<file path="config.mk">
export PLATFORM = sky130hd
export DESIGN_NAME = ppsc_top
export DESIGN_NICKNAME = d
export VERILOG_FILES = /design/src/ppsc_pkg.sv /design/src/ppsc_top.sv /design/src/ppsc_wake_gate.sv
export VERILOG_INCLUDE_DIRS = /design/src
export SDC_FILE = /design/constraint.sdc
export NUM_CORES = 1
export LEC_CHECK = 0
export ABC_AREA = 1
export ABC_CLOCK_PERIOD_IN_PS = 3000
export BUFFER_PORTS_ARGS = -buffer_cell sky130_fd_sc_hd__buf_2
export CORE_ASPECT_RATIO = 1.2
export CORE_MARGIN = 4
export CORE_UTILIZATION = 35
export DETAILED_ROUTE_END_ITERATION = 16
export PLACE_DENSITY_LB_ADDON = 0.12
export SKIP_CTS_REPAIR_TIMING = 1
export SYNTH_ARGS = -nofsm -noshare
export SYNTH_HDL_FRONTEND = slang
export SYNTH_SLANG_ARGS = --single-unit
</file>
<file path="constraint.sdc">
create_clock -name clock -period 3 [get_ports clock]
set_clock_uncertainty 0.05 [all_clocks]
set_input_delay 0.3 -clock clock [delete_from_list [all_inputs] [get_ports clock]]
set_output_delay 0.3 -clock clock [all_outputs]
set_load 0.005 [all_outputs]
</file>
<file path="src/ppsc_regs.svh">
// Register offsets, field positions, reset values and timing counts
`ifndef PPSC_REGS_SVH
`define PPSC_REGS_SVH

`define PPSC_PMCS_OFS      8'h54
`define PPSC_FLAG_BIT      15
`define PPSC_GATE_BIT      8
`define PPSC_KEEP_BIT      3
`define PPSC_LVL_MSB       1
`define PPSC_LVL_LSB       0
`define PPSC_LVL_RESET     2'h0
`define PPSC_RD_MASK       32'h0000810b
`define PPSC_CLK_PERIOD_NS 100
`define PPSC_SRST_TIME_NS  1000
`define PPSC_SRST_CYCLES \
	((`PPSC_SRST_TIME_NS + `PPSC_CLK_PERIOD_NS - 1) / `PPSC_CLK_PERIOD_NS)

`endif

</file>
<file path="src/ppsc_pkg.sv">
// Types shared by the power state control block
`default_nettype none
package ppsc_pkg;

	// Encoding of the two-bit power level field
	typedef enum logic [1:0] {
		LVL_D0    = 2'h0,
		LVL_D1    = 2'h1,
		LVL_D2    = 2'h2,
		LVL_D3HOT = 2'h3
	} ppsc_level_t;

	// Device power sequence, one-hot
	typedef enum logic [4:0] {
		S_D0_UNINIT = 5'h01,
		S_D0_INIT   = 5'h02,
		S_LOW       = 5'h04,
		S_D3HOT     = 5'h08,
		S_SOFT_RST  = 5'h10
	} ppsc_state_t;

	// Whole state of the control block
	typedef struct packed {
		logic        flag;
		logic        gate;
		logic        keep;
		logic        strap_done;
		logic [1:0]  level;
		ppsc_state_t fsm;
		logic [15:0] cnt;
		logic        int_reset;
		logic        cfg_lost;
		logic        d0i;
		logic [31:0] rdata;
		logic        rvalid;
	} ppsc_ctl_t;

	// State of the wake pin driver
	typedef struct packed {
		logic pin_n;
	} ppsc_gate_t;

endpackage
`default_nettype wire

</file>
<file path="src/ppsc_top.sv">
// Power-management control and status register with D-state sequencing
`default_nettype none
`include "ppsc_regs.svh"
module ppsc_top #(
	parameter int SRST_CYCLES = `PPSC_SRST_CYCLES
) (
	input  wire logic        clock,
	input  wire logic        rst,
	input  wire logic        hw_reset,
	input  wire logic        sw_reset,
	input  wire logic        pme_event,
	input  wire logic        keep_context_strap,
	input  wire logic [7:0]  cfg_addr,
	input  wire logic        cfg_wr,
	input  wire logic        cfg_rd,
	input  wire logic [3:0]  cfg_be,
	input  wire logic [31:0] cfg_wdata,
	output var  logic [31:0] cfg_rdata,
	output var  logic        cfg_rvalid,
	output var  logic        wake_request_n,
	output var  logic [1:0]  power_level,
	output var  logic        internal_reset,
	output var  logic        d0_initialized,
	output var  logic        context_lost
);

	localparam logic [7:0]  PMCS_OFS  = `PPSC_PMCS_OFS;
	localparam logic [31:0] RD_MASK   = `PPSC_RD_MASK;
	localparam logic [1:0]  LVL_RESET = `PPSC_LVL_RESET;

	// Counter is 16 bits wide and needs at least one cycle
	if (SRST_CYCLES < 1 || SRST_CYCLES > 65535) begin : g_bad_srst
		$error("SRST_CYCLES out of range");
	end

	// Word decode; the low two address bits select bytes, not words
	function automatic logic cfg_hit(input logic [7:0] a);
		return a[7:2] == PMCS_OFS[7:2];
	endfunction

	// Register image; every reserved position is forced to zero
	function automatic logic [31:0] pack_reg(
		input logic       flag,
		input logic       gate,
		input logic       keep,
		input logic [1:0] level
	);
		logic [31:0] v;
		v = 32'h00000000;
		v[`PPSC_FLAG_BIT] = flag;
		v[`PPSC_GATE_BIT] = gate;
		v[`PPSC_KEEP_BIT] = keep;
		v[`PPSC_LVL_MSB:`PPSC_LVL_LSB] = level;
		return v & RD_MASK;
	endfunction

	ppsc_pkg::ppsc_ctl_t s;
	ppsc_pkg::ppsc_ctl_t next_s;

	logic       wr_hit;
	logic       flag_clr;
	logic       gate_wr;
	logic       lvl_wr;
	logic [1:0] lvl_req;

	// Write strobes per field, qualified by the byte lanes
	assign wr_hit   = cfg_wr && cfg_hit(cfg_addr);
	assign flag_clr = wr_hit && cfg_be[1] && cfg_wdata[`PPSC_FLAG_BIT];
	assign gate_wr  = wr_hit && cfg_be[1];
	assign lvl_wr   = wr_hit && cfg_be[0];
	assign lvl_req  = cfg_wdata[`PPSC_LVL_MSB:`PPSC_LVL_LSB];

	// Next state of the whole block
	always_comb begin
		next_s = s;
		next_s.rvalid = 1'b0;
		next_s.cfg_lost = 1'b0;

		// Strap caught once after power-up; bit 3 is never host-writable
		if (!s.strap_done) begin
			next_s.keep = keep_context_strap;
			next_s.strap_done = 1'b1;
		end

		// Write-one clears, a same-cycle event still sets
		if (flag_clr) begin
			next_s.flag = 1'b0;
		end
		if (pme_event) begin
			next_s.flag = 1'b1;
		end

		// Gate is plain read-write; resets below leave it alone
		if (gate_wr) begin
			next_s.gate = cfg_wdata[`PPSC_GATE_BIT];
		end

		// Power level sequencing
		case (s.fsm)
			ppsc_pkg::S_SOFT_RST: begin
				// Level writes ignored until the internal reset ends
				if (s.cnt == 16'h0000) begin
					next_s.fsm = ppsc_pkg::S_D0_UNINIT;
					next_s.int_reset = 1'b0;
				end else begin
					next_s.cnt = s.cnt - 16'h0001;
				end
			end
			ppsc_pkg::S_D3HOT: begin
				if (lvl_wr) begin
					next_s.level = lvl_req;
					if (lvl_req == ppsc_pkg::LVL_D0) begin
						if (s.keep) begin
							next_s.fsm = ppsc_pkg::S_D0_INIT;
						end else begin
							next_s.fsm = ppsc_pkg::S_SOFT_RST;
							next_s.int_reset = 1'b1;
							next_s.cfg_lost = 1'b1;
							next_s.cnt = 16'(SRST_CYCLES - 1);
						end
					end else if (lvl_req != ppsc_pkg::LVL_D3HOT) begin
						next_s.fsm = ppsc_pkg::S_LOW;
					end
				end
			end
			ppsc_pkg::S_D0_UNINIT,
			ppsc_pkg::S_D0_INIT,
			ppsc_pkg::S_LOW: begin
				if (lvl_wr) begin
					next_s.level = lvl_req;
					case (lvl_req)
						ppsc_pkg::LVL_D0: begin
							// Driver writing D0 marks setup complete
							next_s.fsm = ppsc_pkg::S_D0_INIT;
						end
						ppsc_pkg::LVL_D3HOT: begin
							next_s.fsm = ppsc_pkg::S_D3HOT;
						end
						default: begin
							next_s.fsm = ppsc_pkg::S_LOW;
						end
					endcase
				end
			end
			default: begin
				next_s.fsm = ppsc_pkg::S_D0_UNINIT;
			end
		endcase

		// Software reset drops driver setup but keeps wake context
		if (sw_reset && s.fsm == ppsc_pkg::S_D0_INIT) begin
			next_s.fsm = ppsc_pkg::S_D0_UNINIT;
			next_s.cfg_lost = 1'b1;
		end

		// Bus reset wins over everything; flag and gate are untouched
		if (hw_reset) begin
			next_s.fsm = ppsc_pkg::S_D0_UNINIT;
			next_s.level = LVL_RESET;
			next_s.int_reset = 1'b0;
			next_s.cnt = 16'h0000;
			next_s.cfg_lost = (s.fsm != ppsc_pkg::S_D0_UNINIT);
		end

		next_s.d0i = (next_s.fsm == ppsc_pkg::S_D0_INIT);

		// Reads give the current image; other offsets read zero
		if (cfg_rd) begin
			next_s.rvalid = 1'b1;
			next_s.rdata = cfg_hit(cfg_addr) ?
				pack_reg(s.flag, s.gate, s.keep, s.level) : 32'h00000000;
		end
	end

	// Only power-up reset clears flag and gate
	always_ff @(posedge clock or posedge rst) begin
		if (rst) begin
			s <= '{
				flag:       1'b0,
				gate:       1'b0,
				keep:       1'b0,
				strap_done: 1'b0,
				level:      LVL_RESET,
				fsm:        ppsc_pkg::S_D0_UNINIT,
				cnt:        16'h0000,
				int_reset:  1'b0,
				cfg_lost:   1'b0,
				d0i:        1'b0,
				rdata:      32'h00000000,
				rvalid:     1'b0
			};
		end else begin
			s <= next_s;
		end
	end

	// Pin driver fed from next values so it tracks the register exactly
	ppsc_wake_gate u_wake (
		.clock          (clock),
		.rst            (rst),
		.next_flag      (next_s.flag),
		.next_gate      (next_s.gate),
		.wake_request_n (wake_request_n)
	);

	assign cfg_rdata      = s.rdata;
	assign cfg_rvalid     = s.rvalid;
	assign power_level    = s.level;
	assign internal_reset = s.int_reset;
	assign d0_initialized = s.d0i;
	assign context_lost   = s.cfg_lost;

	// Wake pin checks
	a_pin_asserts: assert property (@(posedge clock) disable iff (rst)
		s.flag && s.gate |-> !wake_request_n)
		else $error("wake pin not driven with flag and gate set");
	a_pin_needs_gate: assert property (@(posedge clock) disable iff (rst)
		!s.gate |-> wake_request_n)
		else $error("wake pin driven with gate clear");
	a_pin_release: assert property (@(posedge clock) disable iff (rst)
		$fell(s.flag) |-> wake_request_n)
		else $error("wake pin held after flag cleared");

	// Flag and gate checks
	a_event_sets_flag: assert property (@(posedge clock) disable iff (rst)
		pme_event |=> s.flag ##1 (s.flag || $past(flag_clr)))
		else $error("power event did not set flag");
	a_w1c_clears: assert property (@(posedge clock) disable iff (rst)
		flag_clr && !pme_event |=> !s.flag)
		else $error("write one did not clear flag");
	a_flag_survives: assert property (@(posedge clock) disable iff (rst)
		(hw_reset || sw_reset) && !flag_clr && !pme_event |=> $stable(s.flag))
		else $error("flag changed on reset");
	a_gate_survives: assert property (@(posedge clock) disable iff (rst)
		(hw_reset || sw_reset) && !gate_wr |=> $stable(s.gate))
		else $error("gate changed on reset");

	// Sequencing checks, then the reserved-bit read check
	a_keep_no_reset: assert property (@(posedge clock) disable iff (rst)
		s.fsm == ppsc_pkg::S_D3HOT && lvl_wr && lvl_req == 2'h0 && s.keep
		&& !hw_reset |=> d0_initialized && !internal_reset)
		else $error("keep path lost context");
	a_soft_reset: assert property (@(posedge clock) disable iff (rst)
		s.fsm == ppsc_pkg::S_D3HOT && lvl_wr && lvl_req == 2'h0 && !s.keep
		&& !hw_reset |=> internal_reset && context_lost ##1 !context_lost)
		else $error("soft reset path wrong");
	a_bus_reset: assert property (@(posedge clock) disable iff (rst)
		hw_reset |=> power_level == 2'h0 && !d0_initialized
		&& !internal_reset)
		else $error("bus reset did not leave D0 uninitialized");
	a_level_write: assert property (@(posedge clock) disable iff (rst)
		lvl_wr && !hw_reset && s.fsm != ppsc_pkg::S_SOFT_RST
		|=> power_level == $past(lvl_req))
		else $error("level field did not take write");
	a_reserved_zero: assert property (@(posedge clock) disable iff (rst)
		cfg_rvalid |-> (cfg_rdata & ~RD_MASK) == 32'h00000000)
		else $error("reserved bits read nonzero");

	// Register image and bus checks
	a_rvalid_pulse: assert property (@(posedge clock) disable iff (rst)
		cfg_rd |=> cfg_rvalid)
		else $error("read not answered");
	a_lvl_readback: assert property (@(posedge clock) disable iff (rst)
		cfg_rd && cfg_hit(cfg_addr)
		|=> cfg_rdata[`PPSC_LVL_MSB:`PPSC_LVL_LSB] == $past(s.level))
		else $error("level read back wrong");
	a_flag_readback: assert property (@(posedge clock) disable iff (rst)
		cfg_rd && cfg_hit(cfg_addr)
		|=> cfg_rdata[`PPSC_FLAG_BIT] == $past(s.flag))
		else $error("flag read back wrong");
	a_other_zero: assert property (@(posedge clock) disable iff (rst)
		cfg_rd && !cfg_hit(cfg_addr) |=> cfg_rdata == 32'h00000000)
		else $error("other offset read nonzero");
	a_gate_write: assert property (@(posedge clock) disable iff (rst)
		gate_wr |=> s.gate == $past(cfg_wdata[`PPSC_GATE_BIT]))
		else $error("gate did not take write");
	a_keep_readonly: assert property (@(posedge clock) disable iff (rst)
		s.strap_done |=> $stable(s.keep))
		else $error("keep bit changed after strap");

	// Further wake and sequencing checks
	a_flag_holds: assert property (@(posedge clock) disable iff (rst)
		s.flag && !pme_event && !flag_clr |=> s.flag)
		else $error("flag lost without write one");
	a_gate_drop: assert property (@(posedge clock) disable iff (rst)
		$fell(s.gate) |-> wake_request_n)
		else $error("wake pin held after gate cleared");
	a_srst_ends: assert property (@(posedge clock) disable iff (rst)
		$fell(internal_reset) |-> !d0_initialized)
		else $error("soft reset did not end uninitialized");
	a_d3_bus_lost: assert property (@(posedge clock) disable iff (rst)
		hw_reset && s.fsm == ppsc_pkg::S_D3HOT |=> context_lost)
		else $error("bus reset from D3hot kept context");

	// Main scenarios
	c_wake_asserted: cover property (@(posedge clock) disable iff (rst)
		$fell(wake_request_n));
	c_keep_path: cover property (@(posedge clock) disable iff (rst)
		s.fsm == ppsc_pkg::S_D3HOT ##1 s.fsm == ppsc_pkg::S_D0_INIT);
	c_soft_reset_done: cover property (@(posedge clock) disable iff (rst)
		$fell(internal_reset));
	c_bus_reset_d3: cover property (@(posedge clock) disable iff (rst)
		s.fsm == ppsc_pkg::S_D3HOT && hw_reset);
	c_sw_reset_init: cover property (@(posedge clock) disable iff (rst)
		sw_reset && s.fsm == ppsc_pkg::S_D0_INIT);

endmodule
`default_nettype wire

</file>
<file path="src/ppsc_wake_gate.sv">
// Wake request pin driver, registered from the next flag and gate values
`default_nettype none
module ppsc_wake_gate (
	input  wire logic clock,
	input  wire logic rst,
	input  wire logic next_flag,
	input  wire logic next_gate,
	output var  logic wake_request_n
);

	ppsc_pkg::ppsc_gate_t s;
	ppsc_pkg::ppsc_gate_t next_s;

	// Built from next values so the pin moves with the flag, not after
	always_comb begin
		next_s = s;
		next_s.pin_n = !(next_flag && next_gate);
	end

	// Pin released while power-up reset is held
	always_ff @(posedge clock or posedge rst) begin
		if (rst) begin
			s <= '{pin_n: 1'b1};
		end else begin
			s <= next_s;
		end
	end

	assign wake_request_n = s.pin_n;

endmodule
`default_nettype wire

</file>
After elaboration in Yosys (flattened, before gate mapping)
Cells that the tools add are included.
{"block": "totals", "reg_bits": 48, "out_inout_bits": 39, "in_bits": 52, "wordCells": 68}
{"block": "classes", "n_eq_ne": 16, "add_sub_neg": 1, "muxes": 23, "reduce_logical": 15}
{"cell": "$mux 25", "n": 2}
{"cell": "$mux 18", "n": 2}
{"cell": "$pmux 17 s2", "n": 1}
{"cell": "$mux 16", "n": 2}
{"cell": "$mux 5", "n": 5}
{"cell": "$ne 3x3->1 const B", "n": 6}
{"cell": "$logic_not 16->1", "n": 1}
{"cell": "$sub 16x1->16 const B", "n": 1}
{"cell": "$pmux 5 s3", "n": 1}
{"cell": "$eq 5x2->1 const B", "n": 2}
{"cell": "$reduce_and 5->1", "n": 2}
{"cell": "$pmux 4 s2", "n": 1}
{"cell": "$mux 1", "n": 7}
{"cell": "$mux 7", "n": 1}
{"cell": "$eq 6x5->1 const B", "n": 1}
{"cell": "$logic_and 1x1->1", "n": 6}
{"cell": "$reduce_bool 3->1", "n": 2}
{"cell": "$eq 5x1->1 const B", "n": 1}
{"cell": "$eq 5x3->1 const B", "n": 1}
{"cell": "$eq 5x4->1 const B", "n": 1}
{"cell": "$eq 5x5->1 const B", "n": 1}
{"cell": "$ne 5x1->1 const B", "n": 1}
{"cell": "$pmux 2 s2", "n": 1}
{"cell": "$reduce_and 3->1", "n": 1}
{"cell": "5 further kinds", "n": 5}

Depth between registers and ports, before layout
{"block": "logic_depth", "word_depth": 8, "ltp_mapped": 12, "mapped_depth_nobuf": 12}

Modules after synthesis
Synthesis repeated with hierarchy kept, for this count alone.
{"block": "unflattened", "hier_cells": 336, "area_unflattened_um2": 2570.0}
{"mod": "ppsc_top", "cells_each": 333, "area_each_um2": 2536.2, "n_inst": 1, "seq_area_each_um2": 902.1}
{"mod": "ppsc_wake_gate", "cells_each": 3, "area_each_um2": 33.8, "n_inst": 1, "seq_area_each_um2": 26.3}

Worst setup path after synthesis
OpenSTA, ideal clock, no wires.
{"block": "synth_timing", "kind": "reg-to-reg", "startpoint": "reg s[36] in the netlist's numbering", "endpoint": "reg s[41] in the netlist's numbering", "setup_time_ns": 0.118, "path_buffers": 1, "stages_incl_launch_ff": 13, "synth_period_minus_slack_ns": 1.731, "t_required_ns": 2.832, "path_slack_ns": 1.269, "arrival_ns": 1.563, "path_cell_list": "dfrtp_1 inv_1 ha_1 nand2_2 nor2_4 inv_2 nor2_2 nand3_2 nor2_4 nor2_2 buf_6 nand2_2 o21ai_2"}
{"block": "synth_via", "elab_chain_len": 4, "word_cells_on_any_way": 7, "cone_classes": "add/sub (1); eq/ne (1); mux (3); reduce/logical (2)"}
{"item": "start: declaration", "line_no": "ppsc_top.sv:57", "rtl": "ppsc_pkg::ppsc_ctl_t s;"}
{"item": "start signal: assignment", "line_no": "ppsc_top.sv:178", "rtl": "s <= '{"}
{"item": "start signal: assignment", "line_no": "ppsc_top.sv:193", "rtl": "s <= next_s;"}
{"item": "$sub 16x1->16", "line_no": "ppsc_top.sv:106", "rtl": "next_s.cnt = s.cnt - 16'h0001;"}
{"item": "$mux 16", "line_no": "ppsc_top.sv:102", "rtl": "if (s.cnt == 16'h0000) begin"}
{"item": "$pmux 17 s2", "line_no": "ppsc_top.sv:99", "rtl": "case (s.fsm)"}
{"item": "$mux 25", "line_no": "ppsc_top.sv:157", "rtl": "if (hw_reset) begin"}
Parallel ways exist; a longest one is shown, timed or not. The select of a mux whose other input is x is not followed.
A chain may end at the register's enable or synchronous reset.

Worst setup path after layout
{"block": "layout_timing", "startpoint": "reg s[36] in the netlist's numbering", "endpoint": "reg s[39] in the netlist's numbering"}
The elaborated chain is that of the path after synthesis.

==> run_results.csv <==
group,metric,value,unit
timing,setup_viol,0,
finish,fin_nets,413,
clock_network,cts_made_buffers,5,
clock_network,clock_sinks,37,
critical_path,path_max_fanout,22,
clock_network,cts_root_buf,"clkbuf_8",
placed_design,dpl.hpwl,4120,um
critical_path,crit_path_top_delay_cell,"nor2_2",
yosys,muxShareOfSynthArea,0.00453,
yosys,avgSynthCellArea,7.48,um^2
critical_path,cpPeakStageDelay,860,ps
power_and_ir_drop,power,0.00180,W
floorplan,die_w,84.9,um
routing,viasPerCell,4.55,
global_routing,grt_pass1_wl,9260,um
timing,fin_crit,2480,ps
timing,max_freq,403,MHz
power_and_ir_drop,p_leak,1.48,nW
yosys,synth_warnings,0,
yosys,ys_ff_latch,37,
clock_network,cts_tree,"done",
yosys,synth.most_common_cell,"nand2_1",
global_routing,grt_pass1_vias,1968,
power_and_ir_drop,peakVddDrop,270,uV
finish,instances_no_fill,446,
yosys,synth_top_family_by_area,"simple AND/OR/NAND/NOR gates",
yosys,synth_ff_type,"dfrtp_1",
yosys,synth-edff-count,0,
finish,areaGrowthSynthToFinish,8.76,%
yosys,ys_seq_area_frac,0.374,
finish,final_cell_area,2700,um^2
yosys,synthTopCellsByCount,"78 x nand2_1, 38 x inv_1, 37 x nor2_1",
clock_network,clk-insertion-delay-late,290,ps
yosys,synth_area_leaders,"dfrtp_1 35%, nand2_1 12%, buf_4 10%",
run,cap_violations,0,
yosys,yosysTopAreaCellShare,0.352,
routing,routed_wl,5440,um
power_and_ir_drop,power.internal,0.00115,W
floorplan,die_h,100,um
timing,worst_slew_pin_slew,1120,ps
yosys,synth_compound_area_frac,0.0685,
clock_network,clk_pin_slew_worst_paths,90,ps
outcome,outcome,"complete, no violations",
critical_path,critPathArrivalTime,2660,ps
yosys,syn-cell-area,2480,um^2
global_routing,grt.total_usage,0.133,
placed_design,place_congestion,0.791,
yosys,netlist_instances,332,
timing,min_period_over_period,0.828,
floorplan,initial_core_util,0.363,
routing,drc_errors,0,
placed_design,dp_cells,438,
global_routing,grt_overflow,0,
placed_design,placed_area,2560,um^2
critical_path,crit_required,3170,ps
critical_path,crit_chain,"inv_1 > ha_1 > nand2_2 > nor2_4 > inv_2 > nor2_2 > nand3_2 > nor2_4 > nor2_2 > nand3_1 > nand2_1",
critical_path,end_kind,"flip-flop",
global_routing,grt_max_degree,38,
timing,rsz0062_at_grt,"false",
timing,hold_violations,0,
critical_path,worstSetupPathType,"flip-flop to flip-flop",
routing,wl_per_cell,12.2,um
finish,diodes,0,
critical_path,cp-start-kind,"flip-flop",
power_and_ir_drop,p_per_area,667,nW/um^2
routing,drtIter0Drc,42,
power_and_ir_drop,clkPwrFrac,0.295,
yosys,yosysTopAreaCell,"dfrtp_1",
placed_design,portBuffers,31,
power_and_ir_drop,power.switching,0.000657,W
power_and_ir_drop,pwr-share-comb,0.339,
yosys,ys_types,33,
yosys,synth-adder-area-share,0.0151,
floorplan,ios,91,
timing,tns,0,ps
yosys,synth-simple-area-share,0.315,
global_routing,antenna_found_initial,0,
floorplan,die_area,8520,um^2
timing,maxSlewViolCount,0,
routing,drt_pass1_iterations,4,
yosys,synth_xor_area_frac,0.0423,
power_and_ir_drop,swShare,0.364,
clock_network,clk_path_buf_depth,2,
yosys,synthArstFlopShare,1.00,
worst_hold_path,worstHoldPathType,"input pin to asynchronous set/reset pin",
clock_network,htreeDepth,2,
floorplan,rows,33,
routing,vias,2030,
floorplan,coreArea,6850,um^2
finish,final_util,0.394,
routing,ant_nets,0,
power_and_ir_drop,seq_power_share,0.367,
timing,relSlewSlack,0.251,
finish,final_layout_size_suffix_gt1_frac,0.189,
registers in the layout, summed over array words and instances, names as in the netlist:
register,flops
cfg_rdata,5
cfg_rvalid,1
context_lost,1
d0_initialized,1
internal_reset,1
power_level,2
s,25
u_wake.wake_request_n,1
worst max-delay path: cells and delay by family, from the launching register on:
| kind | cells | cell delay [ps] |
|---|---|---|
| flops | 1 | 390 |
| buf+inv | 2 | 160 |
| fa+ha+maj | 1 | 270 |
| simple gates | 8 | 1550 |
through the flow:
stage	worst slack, ps	hold WS [ps]
floorplan	1270	281
global placement	476	398
detailed placement	476	403
CTS	464	73.2
global route	315	110
finish	517	49.1
layout by cell type (no fill, tap or decap), drive strengths merged:
master and n:
nand2 84, nor2 44, inv 42, dfrtp 35
buf 32, conb 28, o21ai 18, nand3 16
nor3 12, nand4 10, xor2 8, clkbuf 5
xnor2 4, a21oi 4, o31ai 3, ha 3
nor4 2, bufinv 2, dfstp 2, and3 1
nand2b 1, o211ai 1, a21o 1, mux2 1
final cells by class:
type,count,area (um^2)
multi-input combinational,241,1210
sequential,37,928
clock inverter,3,68.8
timing repair buffer,32,163
tap,87,109
clock buffer,5,68.8
inverter,41,154
fill,769,4150
power by group through the flow:
stage	Clock, W	Combinational (W)	Sequential, W
6_report	0.000531	0.000610	0.000661
5_1_grt	0.000572	0.000709	0.000672
4_1_cts	0.000549	0.000617	0.000660
3_5_place_dp	0	0.000615	0.000669
3_3_place_gp	0	0.000608	0.000668
2_1_floorplan	0	0.000530	0.000648
final timing paths:
| path | from | slack [ps] | end | cells after the start |
|---|---|---|---|---|
| max | s[36] | 520 | s[39] | 11 |
| min | rst | 50 | s[62] | 3 |
| max reg2reg | s[36] | 520 | s[39] | 11 |
| min reg2reg | internal_reset | 430 | internal_reset | 2 |
| max in group asynchronous | rst | 2480 | s[52] | 3 |
| min in group clock | cfg_rd | 100 | cfg_rvalid | 1 |
routing by layer:
layer | vias to the layer above | global-route usage | wire length, um
li1 | 1029 | - | -
met1 | 958 | 0.164 | 2400
met2 | 36 | 0.236 | 2740
met3 | 7 | 0.0287 | 245
met4 | 0 | 0.0329 | 59
met5 | - | 0 | 0
cell families after synthesis:
group	count (synthesis)
and+or+nand+nor	170
buffers and inverters	80
DFF	37
AOI/OAI and AO/OA	27
xor gates and xnor gates	12
adders and majority gates	3
other	2
muxes	1
No activity file was read; power rests on OpenSTA's default activity.
